--- src/pkg/group_ctl_consts.vh ---
`ifndef GROUP_CTL_CONSTS_VH
`define GROUP_CTL_CONSTS_VH
// register offsets (word index on the plain port)
`define ADDR_W 4
`define A_COMMAND 4'h0
`define A_ARG 4'h1
`define A_STATUS 4'h2
`define A_ARM_SRC 4'h3
`define A_ZERO 4'h4
`define A_CAL_VALUE 4'h5
`define A_CAL_OFFSET 4'h6
`define A_SLOPE 4'h7
`define A_CAL_RESULT 4'h8
// command codes written to the command register
`define CMD_W 4
`define CMD_ABORT 4'h1
`define CMD_ARM_SLOPE 4'h2
`define CMD_ARM_SOURCE 4'h3
`define CMD_ARM_ZERO 4'h4
`define CMD_START 4'h5
`define CMD_CAL_VALUE 4'h6
`define CMD_CAL_ZERO 4'h7
`define CMD_STATUS_QUERY 4'h8
// argument register fields
`define ARG_GROUPS 3:0
`define ARG_VALUE 4
`define ARG_VALUE_GIVEN 5
`define ARG_CHAN 9:6
`define ARG_CHAN_GIVEN 10
`define ARG_RANGE 13:11
`define ARG_SEQ 28:14
// range codes: 0 means every range, 1..7 = 0.2,0.5,1,2,5,10,20
`define RANGE_ALL 3'h0
`define RANGE_COUNT 3'h7
`define GROUP_ONE 4'h1
`define CHAN_ONE 4'h0
// timing
`define ZERO_CYCLES 8'h0F
`define CAL_CYCLES 16'h03FF
`define BLINK_BIT 4
`define BLINK_W 5
`endif

--- src/rtl/group_arm_abort_calibrate_control.v ---
// What this block does
// abort disarms selected groups, halts sampling
// abort opens selected groups' input relays
// no group given means group 1
// latch arm edge, apply on start
// external source: start enables arm input
// arm_internally_at_once source arms at once; reset default
// zero setting clears memory before arming
// missing boolean means 0; reset 0 (the arm source command reads the value bit even when it is not given)
// sequence and index fields accepted, ignored
// armed indicator follows internal armed only
// one arm input and edge shared
// gain+offset or offset-only calibration requests
// range zero calibrates every offset range
// range rounds up to implemented range
// calibration resets module, restores, keeps errors (the start clears the cal_error bit of the channel calibrated)
// during calibration only status queries accepted
// error indicator blinks during calibration
// completion via status, complete bit, request
// report stored offset and gain values
// no channel given means channel 1
// four groups of four consecutive channels
// abort cancels a pending external arm wait
//
// Local design decisions: the register offsets and strobed register access.
`include "group_ctl_consts.vh"
module group_arm_abort_calibrate_control (
  input wire clock,
  input wire resetn,
  input wire [3:0] addr,
  input wire [31:0] wdata,
  input wire wr,
  input wire rd,
  output reg [31:0] rdata,
  input wire ext_arm_in,
  input wire [3:0] sample_done,
  output reg [3:0] armed,
  output reg [3:0] sampling,
  output reg [15:0] relay_closed,
  output reg [3:0] mem_zero,
  output reg armed_led,
  output reg error_led,
  output reg cal_busy,
  output reg op_complete,
  output reg service_request,
  output reg [15:0] cal_error
);
  localparam ST_IDLE = 3'b001;
  localparam ST_ZERO = 3'b010;
  localparam ST_CAL = 3'b100;

  reg [31:0] arg;
  reg slope_neg;
  reg slope_live;
  reg [3:0] src_ext;
  reg [3:0] zero_en;
  reg [3:0] ext_wait;
  reg [3:0] zero_pend;
  reg [7:0] zero_cnt;
  reg [2:0] state;
  reg [15:0] cal_cnt;
  reg [4:0] blink;
  reg cal_gain;
  reg [3:0] cal_chan;
  reg [2:0] cal_range;
  reg [2:0] cal_range_now;
  reg cal_done;
  reg [15:0] offset_mem [0:15];
  reg [15:0] gain_mem [0:15];
  reg ext_prev;
  reg [15:0] offset_q;
  reg [15:0] gain_q;
  integer i;

  wire [3:0] groups;
  wire [3:0] chan;
  wire bool_arg;
  wire [14:0] index_field_a;
  wire cmd;
  wire [3:0] op;
  wire cmd_ok;
  wire edge_hit;
  wire cal_start;

  ////////////////////////////////////////////////////////////////////////////////
  assign groups = (arg[`ARG_GROUPS] == 4'h0) ? `GROUP_ONE : arg[`ARG_GROUPS];
  assign chan = arg[`ARG_CHAN_GIVEN] ? arg[`ARG_CHAN] : `CHAN_ONE;
  assign bool_arg = arg[`ARG_VALUE_GIVEN] & arg[`ARG_VALUE];
  // index fields travel in arg; no control logic reads them
  assign index_field_a = arg[`ARG_SEQ];
  assign cmd = wr && addr == `A_COMMAND;
  assign op = wdata[3:0];
  // during calibration only the status query passes; the rest drop silently
  assign cmd_ok = cmd && (state == ST_IDLE || op == `CMD_STATUS_QUERY);
  assign edge_hit = slope_live ? (ext_prev & ~ext_arm_in) : (~ext_prev & ext_arm_in);
  assign cal_start = cmd_ok && state == ST_IDLE && (op == `CMD_CAL_VALUE || op == `CMD_CAL_ZERO);

  ////////////////////////////////////////////////////////////////////////////////
  always @(posedge clock or negedge resetn) begin
    if (!resetn) begin
      arg <= 32'h0000_0000;
      slope_neg <= 1'b0;
      slope_live <= 1'b0;
      src_ext <= 4'h0;
      zero_en <= 4'h0;
      ext_wait <= 4'h0;
      zero_pend <= 4'h0;
      zero_cnt <= 8'h00;
      armed <= 4'h0;
      sampling <= 4'h0;
      relay_closed <= 16'h0000;
      mem_zero <= 4'h0;
      ext_prev <= 1'b0;
      state <= ST_IDLE;
      cal_cnt <= 16'h0000;
      blink <= 5'h00;
      cal_gain <= 1'b0;
      cal_chan <= 4'h0;
      cal_range <= 3'h0;
      cal_range_now <= 3'h0;
      cal_done <= 1'b0;
      cal_error <= 16'h0000;
      for (i = 0; i < 16; i = i + 1) begin
        offset_mem[i] <= 16'h0000;
        gain_mem[i] <= 16'h0000;
      end
    end else begin
      ext_prev <= ext_arm_in;
      blink <= blink + 5'h01;
      if (wr && addr == `A_ARG && state == ST_IDLE) begin
        arg <= wdata;
      end
      // groups waiting on the shared input arm on the selected edge
      for (i = 0; i < 4; i = i + 1) begin
        if (ext_wait[i] && edge_hit && !zero_pend[i]) begin
          armed[i] <= 1'b1;
          ext_wait[i] <= 1'b0;
          sampling[i] <= 1'b1;
        end
        if (sample_done[i]) begin
          sampling[i] <= 1'b0;
        end
      end
      if (zero_pend != 4'h0) begin
        mem_zero <= zero_pend;
        if (zero_cnt == `ZERO_CYCLES) begin
          zero_pend <= 4'h0;
          mem_zero <= 4'h0;
          zero_cnt <= 8'h00;
          for (i = 0; i < 4; i = i + 1) begin
            if (zero_pend[i] && !src_ext[i]) begin
              armed[i] <= 1'b1;
              sampling[i] <= 1'b1;
            end
          end
        end else begin
          zero_cnt <= zero_cnt + 8'h01;
        end
      end
      if (cmd_ok && state == ST_IDLE) begin
        case (op)
          `CMD_ABORT: begin
            for (i = 0; i < 4; i = i + 1) begin
              if (groups[i]) begin
                armed[i] <= 1'b0;
                sampling[i] <= 1'b0;
                ext_wait[i] <= 1'b0;
                zero_pend[i] <= 1'b0;
                relay_closed[4*i +: 4] <= 4'h0;
              end
            end
          end
          `CMD_ARM_SLOPE: begin
            slope_neg <= bool_arg;
          end
          `CMD_ARM_SOURCE: begin
            src_ext <= (src_ext & ~groups) | (groups & {4{arg[`ARG_VALUE]}});
          end
          `CMD_ARM_ZERO: begin
            zero_en <= (zero_en & ~groups) | (groups & {4{bool_arg}});
          end
          `CMD_START: begin
            slope_live <= slope_neg;
            for (i = 0; i < 4; i = i + 1) begin
              if (groups[i]) begin
                relay_closed[4*i +: 4] <= 4'hF;
                zero_pend[i] <= zero_en[i];
                if (zero_en[i]) begin
                  // a live group must not stay armed while its memory is wiped
                  armed[i] <= 1'b0;
                  sampling[i] <= 1'b0;
                end
                if (src_ext[i]) begin
                  ext_wait[i] <= 1'b1;
                end else if (!zero_en[i]) begin
                  armed[i] <= 1'b1;
                  sampling[i] <= 1'b1;
                end
              end
            end
          end
          default: begin
          end
        endcase
      end
      case (state)
        ST_IDLE: begin
          if (cal_start) begin
            // module reset before calibrating
            slope_neg <= 1'b0;
            slope_live <= 1'b0;
            src_ext <= 4'h0;
            zero_en <= 4'h0;
            ext_wait <= 4'h0;
            zero_pend <= 4'h0;
            armed <= 4'h0;
            sampling <= 4'h0;
            relay_closed <= 16'h0000;
            cal_gain <= (op == `CMD_CAL_VALUE);
            cal_chan <= chan;
            cal_range <= arg[`ARG_RANGE];
            cal_range_now <= (arg[`ARG_RANGE] == `RANGE_ALL) ? 3'h1 : arg[`ARG_RANGE];
            cal_done <= 1'b0;
            cal_error[chan] <= 1'b0;
            cal_cnt <= 16'h0000;
            // blink phase restarts so the indicator moves soon after the start
            blink <= 5'h00;
            state <= ST_CAL;
          end
        end
        ST_CAL: begin
          cal_cnt <= cal_cnt + 16'h0001;
          if (cal_cnt == `CAL_CYCLES) begin
            cal_cnt <= 16'h0000;
            offset_mem[cal_chan] <= {13'h0000, cal_range_now};
            if (cal_gain) begin
              gain_mem[cal_chan] <= cal_cnt;
            end
            if (cal_range == `RANGE_ALL && cal_range_now != `RANGE_COUNT) begin
              cal_range_now <= cal_range_now + 3'h1;
            end else begin
              state <= ST_ZERO;
            end
          end
        end
        ST_ZERO: begin
          // back to reset state; cal_error survives
          armed <= 4'h0;
          sampling <= 4'h0;
          relay_closed <= 16'h0000;
          ext_wait <= 4'h0;
          zero_pend <= 4'h0;
          slope_live <= 1'b0;
          slope_neg <= 1'b0;
          src_ext <= 4'h0;
          zero_en <= 4'h0;
          cal_done <= 1'b1;
          state <= ST_IDLE;
        end
        default: state <= ST_IDLE;
      endcase
    end
  end

  ////////////////////////////////////////////////////////////////////////////////
  always @(posedge clock or negedge resetn) begin
    if (!resetn) begin
      armed_led <= 1'b0;
      error_led <= 1'b0;
      cal_busy <= 1'b0;
      op_complete <= 1'b0;
      service_request <= 1'b0;
    end else begin
      armed_led <= |armed;
      error_led <= (state != ST_IDLE) & blink[`BLINK_BIT];
      cal_busy <= (state != ST_IDLE);
      // completion is sticky until the status query clears it; set wins
      if (state == ST_ZERO) begin
        op_complete <= 1'b1;
        service_request <= 1'b1;
      end else if (cmd_ok && op == `CMD_STATUS_QUERY) begin
        op_complete <= 1'b0;
        service_request <= 1'b0;
      end
    end
  end

  ////////////////////////////////////////////////////////////////////////////////
  // stored values mirrored a cycle behind the channel select
  always @(posedge clock or negedge resetn) begin
    if (!resetn) begin
      offset_q <= 16'h0000;
      gain_q <= 16'h0000;
    end else begin
      offset_q <= offset_mem[chan];
      gain_q <= gain_mem[chan];
    end
  end

  ////////////////////////////////////////////////////////////////////////////////
  always @(posedge clock or negedge resetn) begin
    if (!resetn) begin
      rdata <= 32'h0000_0000;
    end else if (rd) begin
      case (addr)
        `A_ARG: begin
          rdata <= arg;
        end
        `A_STATUS: begin
          rdata <= {22'h00_0000, cal_done, cal_busy, armed, ext_wait};
        end
        `A_ARM_SRC: begin
          rdata <= {28'h000_0000, src_ext};
        end
        `A_ZERO: begin
          rdata <= {28'h000_0000, zero_en};
        end
        `A_CAL_VALUE: begin
          rdata <= {offset_mem[chan], gain_mem[chan]};
        end
        `A_CAL_OFFSET: begin
          rdata <= {16'h0000, offset_mem[chan]};
        end
        `A_SLOPE: begin
          rdata <= {31'h0000_0000, slope_neg};
        end
        `A_CAL_RESULT: begin
          rdata <= {cal_error, offset_q};
        end
        default: begin
          rdata <= 32'h0000_0000;
        end
      endcase
    end else begin
      rdata <= 32'h0000_0000;
    end
  end
endmodule

--- config.mk ---
export PLATFORM = sky130hd
export DESIGN_NAME = group_arm_abort_calibrate_control
export DESIGN_NICKNAME = d
export VERILOG_FILES = /design/src/rtl/group_arm_abort_calibrate_control.v
export VERILOG_INCLUDE_DIRS = /design/src /design/src/pkg
export SDC_FILE = /design/constraint.sdc
export NUM_CORES = 1
export LEC_CHECK = 0
export ABC_AREA = 1
export BUFFER_PORTS_ARGS = -buffer_cell sky130_fd_sc_hd__buf_2
export CAP_MARGIN = 0
export CORE_MARGIN = 5
export CORE_UTILIZATION = 40
export CTS_CLUSTER_SIZE = 28
export DETAILED_ROUTE_END_ITERATION = 8
export GPL_TIMING_DRIVEN = 0
export HOLD_SLACK_MARGIN = 0.02
export SETUP_SLACK_MARGIN = 0.02
export SLEW_MARGIN = 20
export SYNTH_ARGS = -nofsm -noshare
export SYNTH_HDL_FRONTEND = slang
export SYNTH_SLANG_ARGS = --single-unit
--- constraint.sdc ---
create_clock -name clock -period 2.8 [get_ports clock]
set_clock_uncertainty 0.1 [all_clocks]
set_input_delay 0.14 -clock clock [delete_from_list [all_inputs] [get_ports clock]]
set_output_delay 0.14 -clock clock [all_outputs]
set_load 0.05 [all_outputs]
======== Word level (Yosys, flattened, before mapping) ========
Index checks and enable logic that the tools add are counted.
word-level totals
  input port bits ......................... 45
  logic and storage cells ................. 331
  bits in registers ....................... 703
operators by class
  mux-type cells .......................... 170
  add/sub/neg operators ................... 4
  equality and inequality tests ........... 27
  magnitude comparators ................... 5
  bitwise operators ....................... 17
  reduce and logical (&&, ||, !) cells .... 48
operator list
  operator                                                                  number
  256-bit bitwise mux                                                       2
  32-bit case mux with 8 select lines                                       1
  16-bit 2-to-1 mux                                                         9
  16-bit binary-select mux with 4-bit select                                2
  4-bit 2-to-1 mux                                                          30
  16-bit case mux with 2 select lines                                       3
  1-bit 2-to-1 mux                                                          95
  4-bit case mux with 2 select lines                                        10
  16-bit demux with 4-bit select                                            1
  4-bit by 3-bit equality test with 1-bit output (second input constant)    8
  32-bit 2-to-1 mux                                                         1
  1-bit logical AND                                                         22
  3-bit 2-to-1 mux                                                          7
  16-bit by 1-bit adder with 16-bit output (second input constant)          1
  16-bit AND                                                                1
  4-bit AND                                                                 4
  16-bit by 10-bit equality test with 1-bit output (second input constant)  1
  4-bit by 2-bit equality test with 1-bit output (second input constant)    4
  16-bit NOT                                                                1
  3-bit case mux with 2 select lines                                        2
  5-bit >= comparator (second input constant)                               2
  5-bit 2-to-1 mux                                                          2
  4-bit NOT with 5-bit output                                               2
  8-bit by 1-bit adder with 8-bit output (second input constant)            1
  other kinds (31)                                                          59

======== Logic depth before layout (Yosys ltp) ========
  depth after elaboration ................. 18
  gate-level depth with buffers ........... 14

======== Worst setup path before layout ========
Ideal clock, no wire load.
  path kind ............................... reg-to-reg
  start ................................... reg cal_cnt[0]
  end ..................................... reg gain_mem[1] (netlist bit)
  arrival ................................. 1.779 ns
  cell stages (with the launch flop) ...... 13
  path slack .............................. 0.791 ns
  required time ........................... 2.570 ns
  path through ............................ dfrtp_1 ha_1 nand2_2 nor2_4 nand3_2 nor2_4 nand2_2 nor3_4 buf_6 nand2_2 buf_6 nand2_1 o21ai_2
between the ends
  longest elaborated chain between the ends .. 2
ends and longest elaborated chain
  item                                                        RTL line                                 text
  start, declared                                             group_arm_abort_calibrate_control.v:61   reg [15:0] cal_cnt;
  start signal, assigned                                      group_arm_abort_calibrate_control.v:232  cal_cnt <= cal_cnt + 16'h0001;
  16-bit by 10-bit equality test with 1-bit output (no line)  -
  3-bit AND reduction (no line)                               -
  end signal, assigned by index                               group_arm_abort_calibrate_control.v:237  gain_mem[cal_chan] <= cal_cnt;
  end, declared                                               group_arm_abort_calibrate_control.v:69   reg [15:0] gain_mem [0:15];
No other way between the ends.
A chain may end at the register's enable or synchronous reset.

======== Worst setup path after layout ========
  start ................................... reg arg[10]
  end ..................................... reg rdata[6]
between the ends
  longest elaborated chain between the ends .. 7
  elaborated cells on any way between the ends .. 10
  those cells by class .................... 9 x mux; 1 x bitwise
ends and longest elaborated chain
  item                                                           RTL line                                                                          text
  start, declared                                                group_arm_abort_calibrate_control.v:52                                            reg [31:0] arg;
  start signal, assigned                                         group_arm_abort_calibrate_control.v:131                                           arg <= wdata;
  4-bit 2-to-1 mux (no line) (*)                                 -
  4-bit NOT with 5-bit output (not written as such) (*)          group_arm_abort_calibrate_control.v:319, group_arm_abort_calibrate_control.v:322
  16-bit binary-select mux with 4-bit select (on tied branches)  group_arm_abort_calibrate_control.v:322, group_arm_abort_calibrate_control.v:319
  16-bit 2-to-1 mux (on tied branches) (2 in a row)              group_arm_abort_calibrate_control.v:322, group_arm_abort_calibrate_control.v:319
  32-bit case mux with 8 select lines (*)                        group_arm_abort_calibrate_control.v:305                                           case (addr)
  32-bit 2-to-1 mux (*)                                          group_arm_abort_calibrate_control.v:304                                           end else if (rd) begin
  end signal, assigned                                           group_arm_abort_calibrate_control.v:307                                           rdata <= arg;
  end signal, assigned                                           group_arm_abort_calibrate_control.v:322                                           rdata <= {16'h0000, offset_mem[chan]};
  end signal, assigned                                           group_arm_abort_calibrate_control.v:325                                           rdata <= {31'h0000_0000, slope_neg};
  end, declared                                                  group_arm_abort_calibrate_control.v:34                                            output reg [31:0] rdata,
Mark *: on every way between the ends. The rest lies on a longest branch, timed or not. The select of a mux whose other input is x is not followed.

==> metrics.md <==
| Metric | Value |
|---|---|
| Status | `finished with violations` |
| Failing checks | `setup timing` |
| Drc violations | `0` |
| Commonest non-fill, non-tap cell in the layout | `nand2_1` |
| Cell Pwr Density | `573.5 nW/um^2` |
| Area of the die | `57,790 sq um` |
| Final non-filler cell area | `25,110 sq um` |
| Vias in the first global route | `17.53k` |
| Mapped Cells | `2,577` |
| Final setup vio count | `2` |
| Clock Sinks | `482` |
| R2R Path Start | `arg[10]` |
| Drt first pass iters | `5` |
| Post-Syn Area per Cell | `8.239 sq um` |
| Worst rel slew slack | `0.2448` |
| Area of the multi-input gates | `7313 sq um` |
| Fin nets | `2,856` |
| GRT Total Usage | `0.2254` |
| Sequential fraction of the synthesis area | `0.5681` |
| Maximum vdd drop | `417.3 uV` |
| RSZ-0062 raised after global routing | `true` |
| CP Capture Type | `flop` |
| #FFs+latches synth | `482` |
| HP Class | `in2reg` |
| TritonCTS clock tree | `done` |
| Grt total ovfl | `0` |
| First-pass GRT wire length | `100,900 um` |
| Slew Limit Fails | `0` |
| CTS Buffer Depth | `3` |
| Pleak | `13.22 nW` |
| Part of the cycle the worst path needs | `1.017` |
| Synth Cell Area | `21,230 sq um` |
| Final ANT Viol Nets | `0` |
| # rows | `84` |
| Post-DP HPWL | `47,080 um` |
| Via density | `5.039` |
| PortBufs | `125` |
| Layout cells sized above 1 | `0.1249` |
| Post-synth EDFFs | `0` |
| Async set or reset register ratio after synthesis | `1.000` |
| Initial antenna violation count | `3` |
| Htree depth | `2` |
| Worst-path clk slew | `0.06 ns` |
| Worst Max-Slew Pin Slew | `1.127 ns` |
| Root Buffer | `clkbuf_16` |
| Placed cell area | `22,870 sq um` |
| WL per Instance | `18.60 um` |
| Hold Crit Start | `addr[0]` |
| # fillers | `5,047` |
| Max-cap violation count | `0` |
| Crit-path cells | `buf_2, nand2_1, nor2_2, clkbuf_2, nand2_1, nand3_1, nor2_1, nor2_1, nor2_1` |
| Top_reg_cell synth | `dfrtp_1` |
| R2R setup slack | `-0.05 ns` |
| Final hold vios | `0` |
| Kind of start point of the critical path | `flop` |
| Syn Nets | `2,627` |
| Clk Latency, worst-skew pair | `0.61 ns` |
| Crit path DAT | `3.19 ns` |
| PnR worst setup slack | `-0.04832 ns` |
| DP Worst Slack | `-0.5309 ns` |
| I/O pins | `126` |
| Initial Util | `0.4040` |
| Post-Route WL | `65,710 um` |
| FF-to-FF path depth | `9` |
| Synth-to-Final Area Change | `18.25%` |
| Most frequent cell on the critical path | `nor2_1` |
| Cts bufs inserted | `53` |
| Vias | `17.80k` |
| CORE AREA | `52,550 sq um` |
| R2R Path End | `rdata[6]` |
| Req. time, crit path | `3.14 ns` |
| Tmin final | `2.848 ns` |
| Most frequent cells in the layout | `804 x nand2_1, 481 x dfrtp_1, 387 x inv_1` |
| Final GP Congestion | `0.9275` |
| Hold path endpoint | `rdata[0]` |
| Yosys cell types | `46` |
| Register area | `12,060 sq um` |
| Max stage delay on crit path | `0.62 ns` |
| Die H | `240.4 um` |
| YS warnings | `0` |
| DR iter-0 viols | `1,583` |
| Hold Path Depth | `6` |
| Die width | `240.4 um` |
| Largest net degree at the start of global routing | `98` |
| Fmax | `0.3511 GHz` |
| Critical path class | `reg2reg` |
| Worst Path Max Fanout | `10` |
| CP max stage cell | `nor2_2` |
cells in the mapped netlist (6+ instances only):
cell / number / area share
nand2_1: 805 / 0.14
dfrtp_1: 481 / 0.57
inv_1: 387 / 0.068
nor2_1: 246 / 0.043
o21ai_0: 151 / 0.036
nand3_1: 105 / 0.025
a21oi_1: 90 / 0.021
clkbuf_1: 55 / 0.0097
nand4_1: 43 / 0.013
or2_2: 23 / 0.0068
buf_2: 22 / 0.0052
mux2_2: 19 / 0.010
nor3_1: 16 / 0.0038
a31oi_1: 15 / 0.0044
o21ai_1: 15 / 0.0035
o21ai_2: 12 / 0.0049
nand2_2: 11 / 0.0032
buf_6: 8 / 0.0042
xor2_1: 8 / 0.0033
o22ai_1: 7 / 0.0021
nor3_2: 6 / 0.0028
repair_timing:
action                     CTS  global route
buffers inserted             0             0
hold buffers                44             0
setup endpoints to repair   23            43
resized for setup           20            26
hold endpoints to repair   255             0
where the power goes:
group	switching [W]	internal (W)	leakage (nW)
registers	0.0000240	0.00701	6.52
logic	0.000309	0.000142	5.86
clock network	0.00281	0.00411	0.843
area by class of cell:
cell class / count / area share
diodes: 2 / 0.0001993
plain buffers: 90 / 0.01829
repair buffers: 174 / 0.04874
clock buffers: 81 / 0.06269
multi-input cells: 1612 / 0.2913
well taps: 688 / 0.03429
inverters: 393 / 0.05875
clock inverters: 11 / 0.005332
flip-flops and latches: 482 / 0.4804
cell families after synthesis:
logic type / after synthesis / synth area share
AOI/OAI and AO/OA: 308 / 0.07843
xor gates and xnor gates: 10 / 0.004125
adders and majority gates: 5 / 0.002946
buffers and inverters: 483 / 0.08986
DFF: 482 / 0.5681
muxes: 19 / 0.01008
and+or+nand+nor: 1270 / 0.2464
critical path, delay by kind of cell, from the launching register on:
kind / cells / cell delay (ns)
buffers and inverters: 2 / 0.72
and+or+nand+nor: 7 / 1.46
DFF: 1 / 0.41
flip-flops by register name, summed over array words and instances, names as in the netlist, 8 cells and up:
name,cells
arg,32
zero_cnt,8
offset_mem,48
rdata,32
cal_error,16
cal_cnt,16
gain_mem,256
relay_closed,16
stage by stage:
step	util	instances	total power (W)	hold WS (ns)	setup TNS, ns
final	0.4778	3533	0.01440	0.07341	-0.08170
after global routing	0.4778	3533	0.01487	0.09335	-0.2481
after CTS	0.4769	3531	0.01454	0.02510	0
after detailed placement	0.4351	3395	0.007567	-0.02815	-4.264
after global placement	0.4323	3390	0.007535	0.1774	-3973.72
after floorplan	-	2577	0.007299	-0.2556	0
worst max-delay path by stage:
stage,cells after the start,slack [ns],startpoint,to
after global routing,11,-0.11,arg[7],rdata[13]
after detailed placement,9,-0.53,arg[10],rdata[6]
final,9,-0.05,arg[10],rdata[6]
after CTS,9,0.02,arg[10],rdata[6]
after global placement,1,-8.28,resetn,relay_closed[12]
after floorplan,12,0.79,cal_cnt[0],gain_mem[1]
per-layer routing:
layer / share of wire / track usage / vias to the layer above
li1: - / - / 8410
met1: 0.45 / 0.3220 / 8707
met2: 0.46 / 0.3549 / 578
met3: 0.067 / 0.04003 / 107
met4: 0.027 / 0.06688 / 0
met5: 0 / 0 / -
Power figures use the tool's default switching activity.
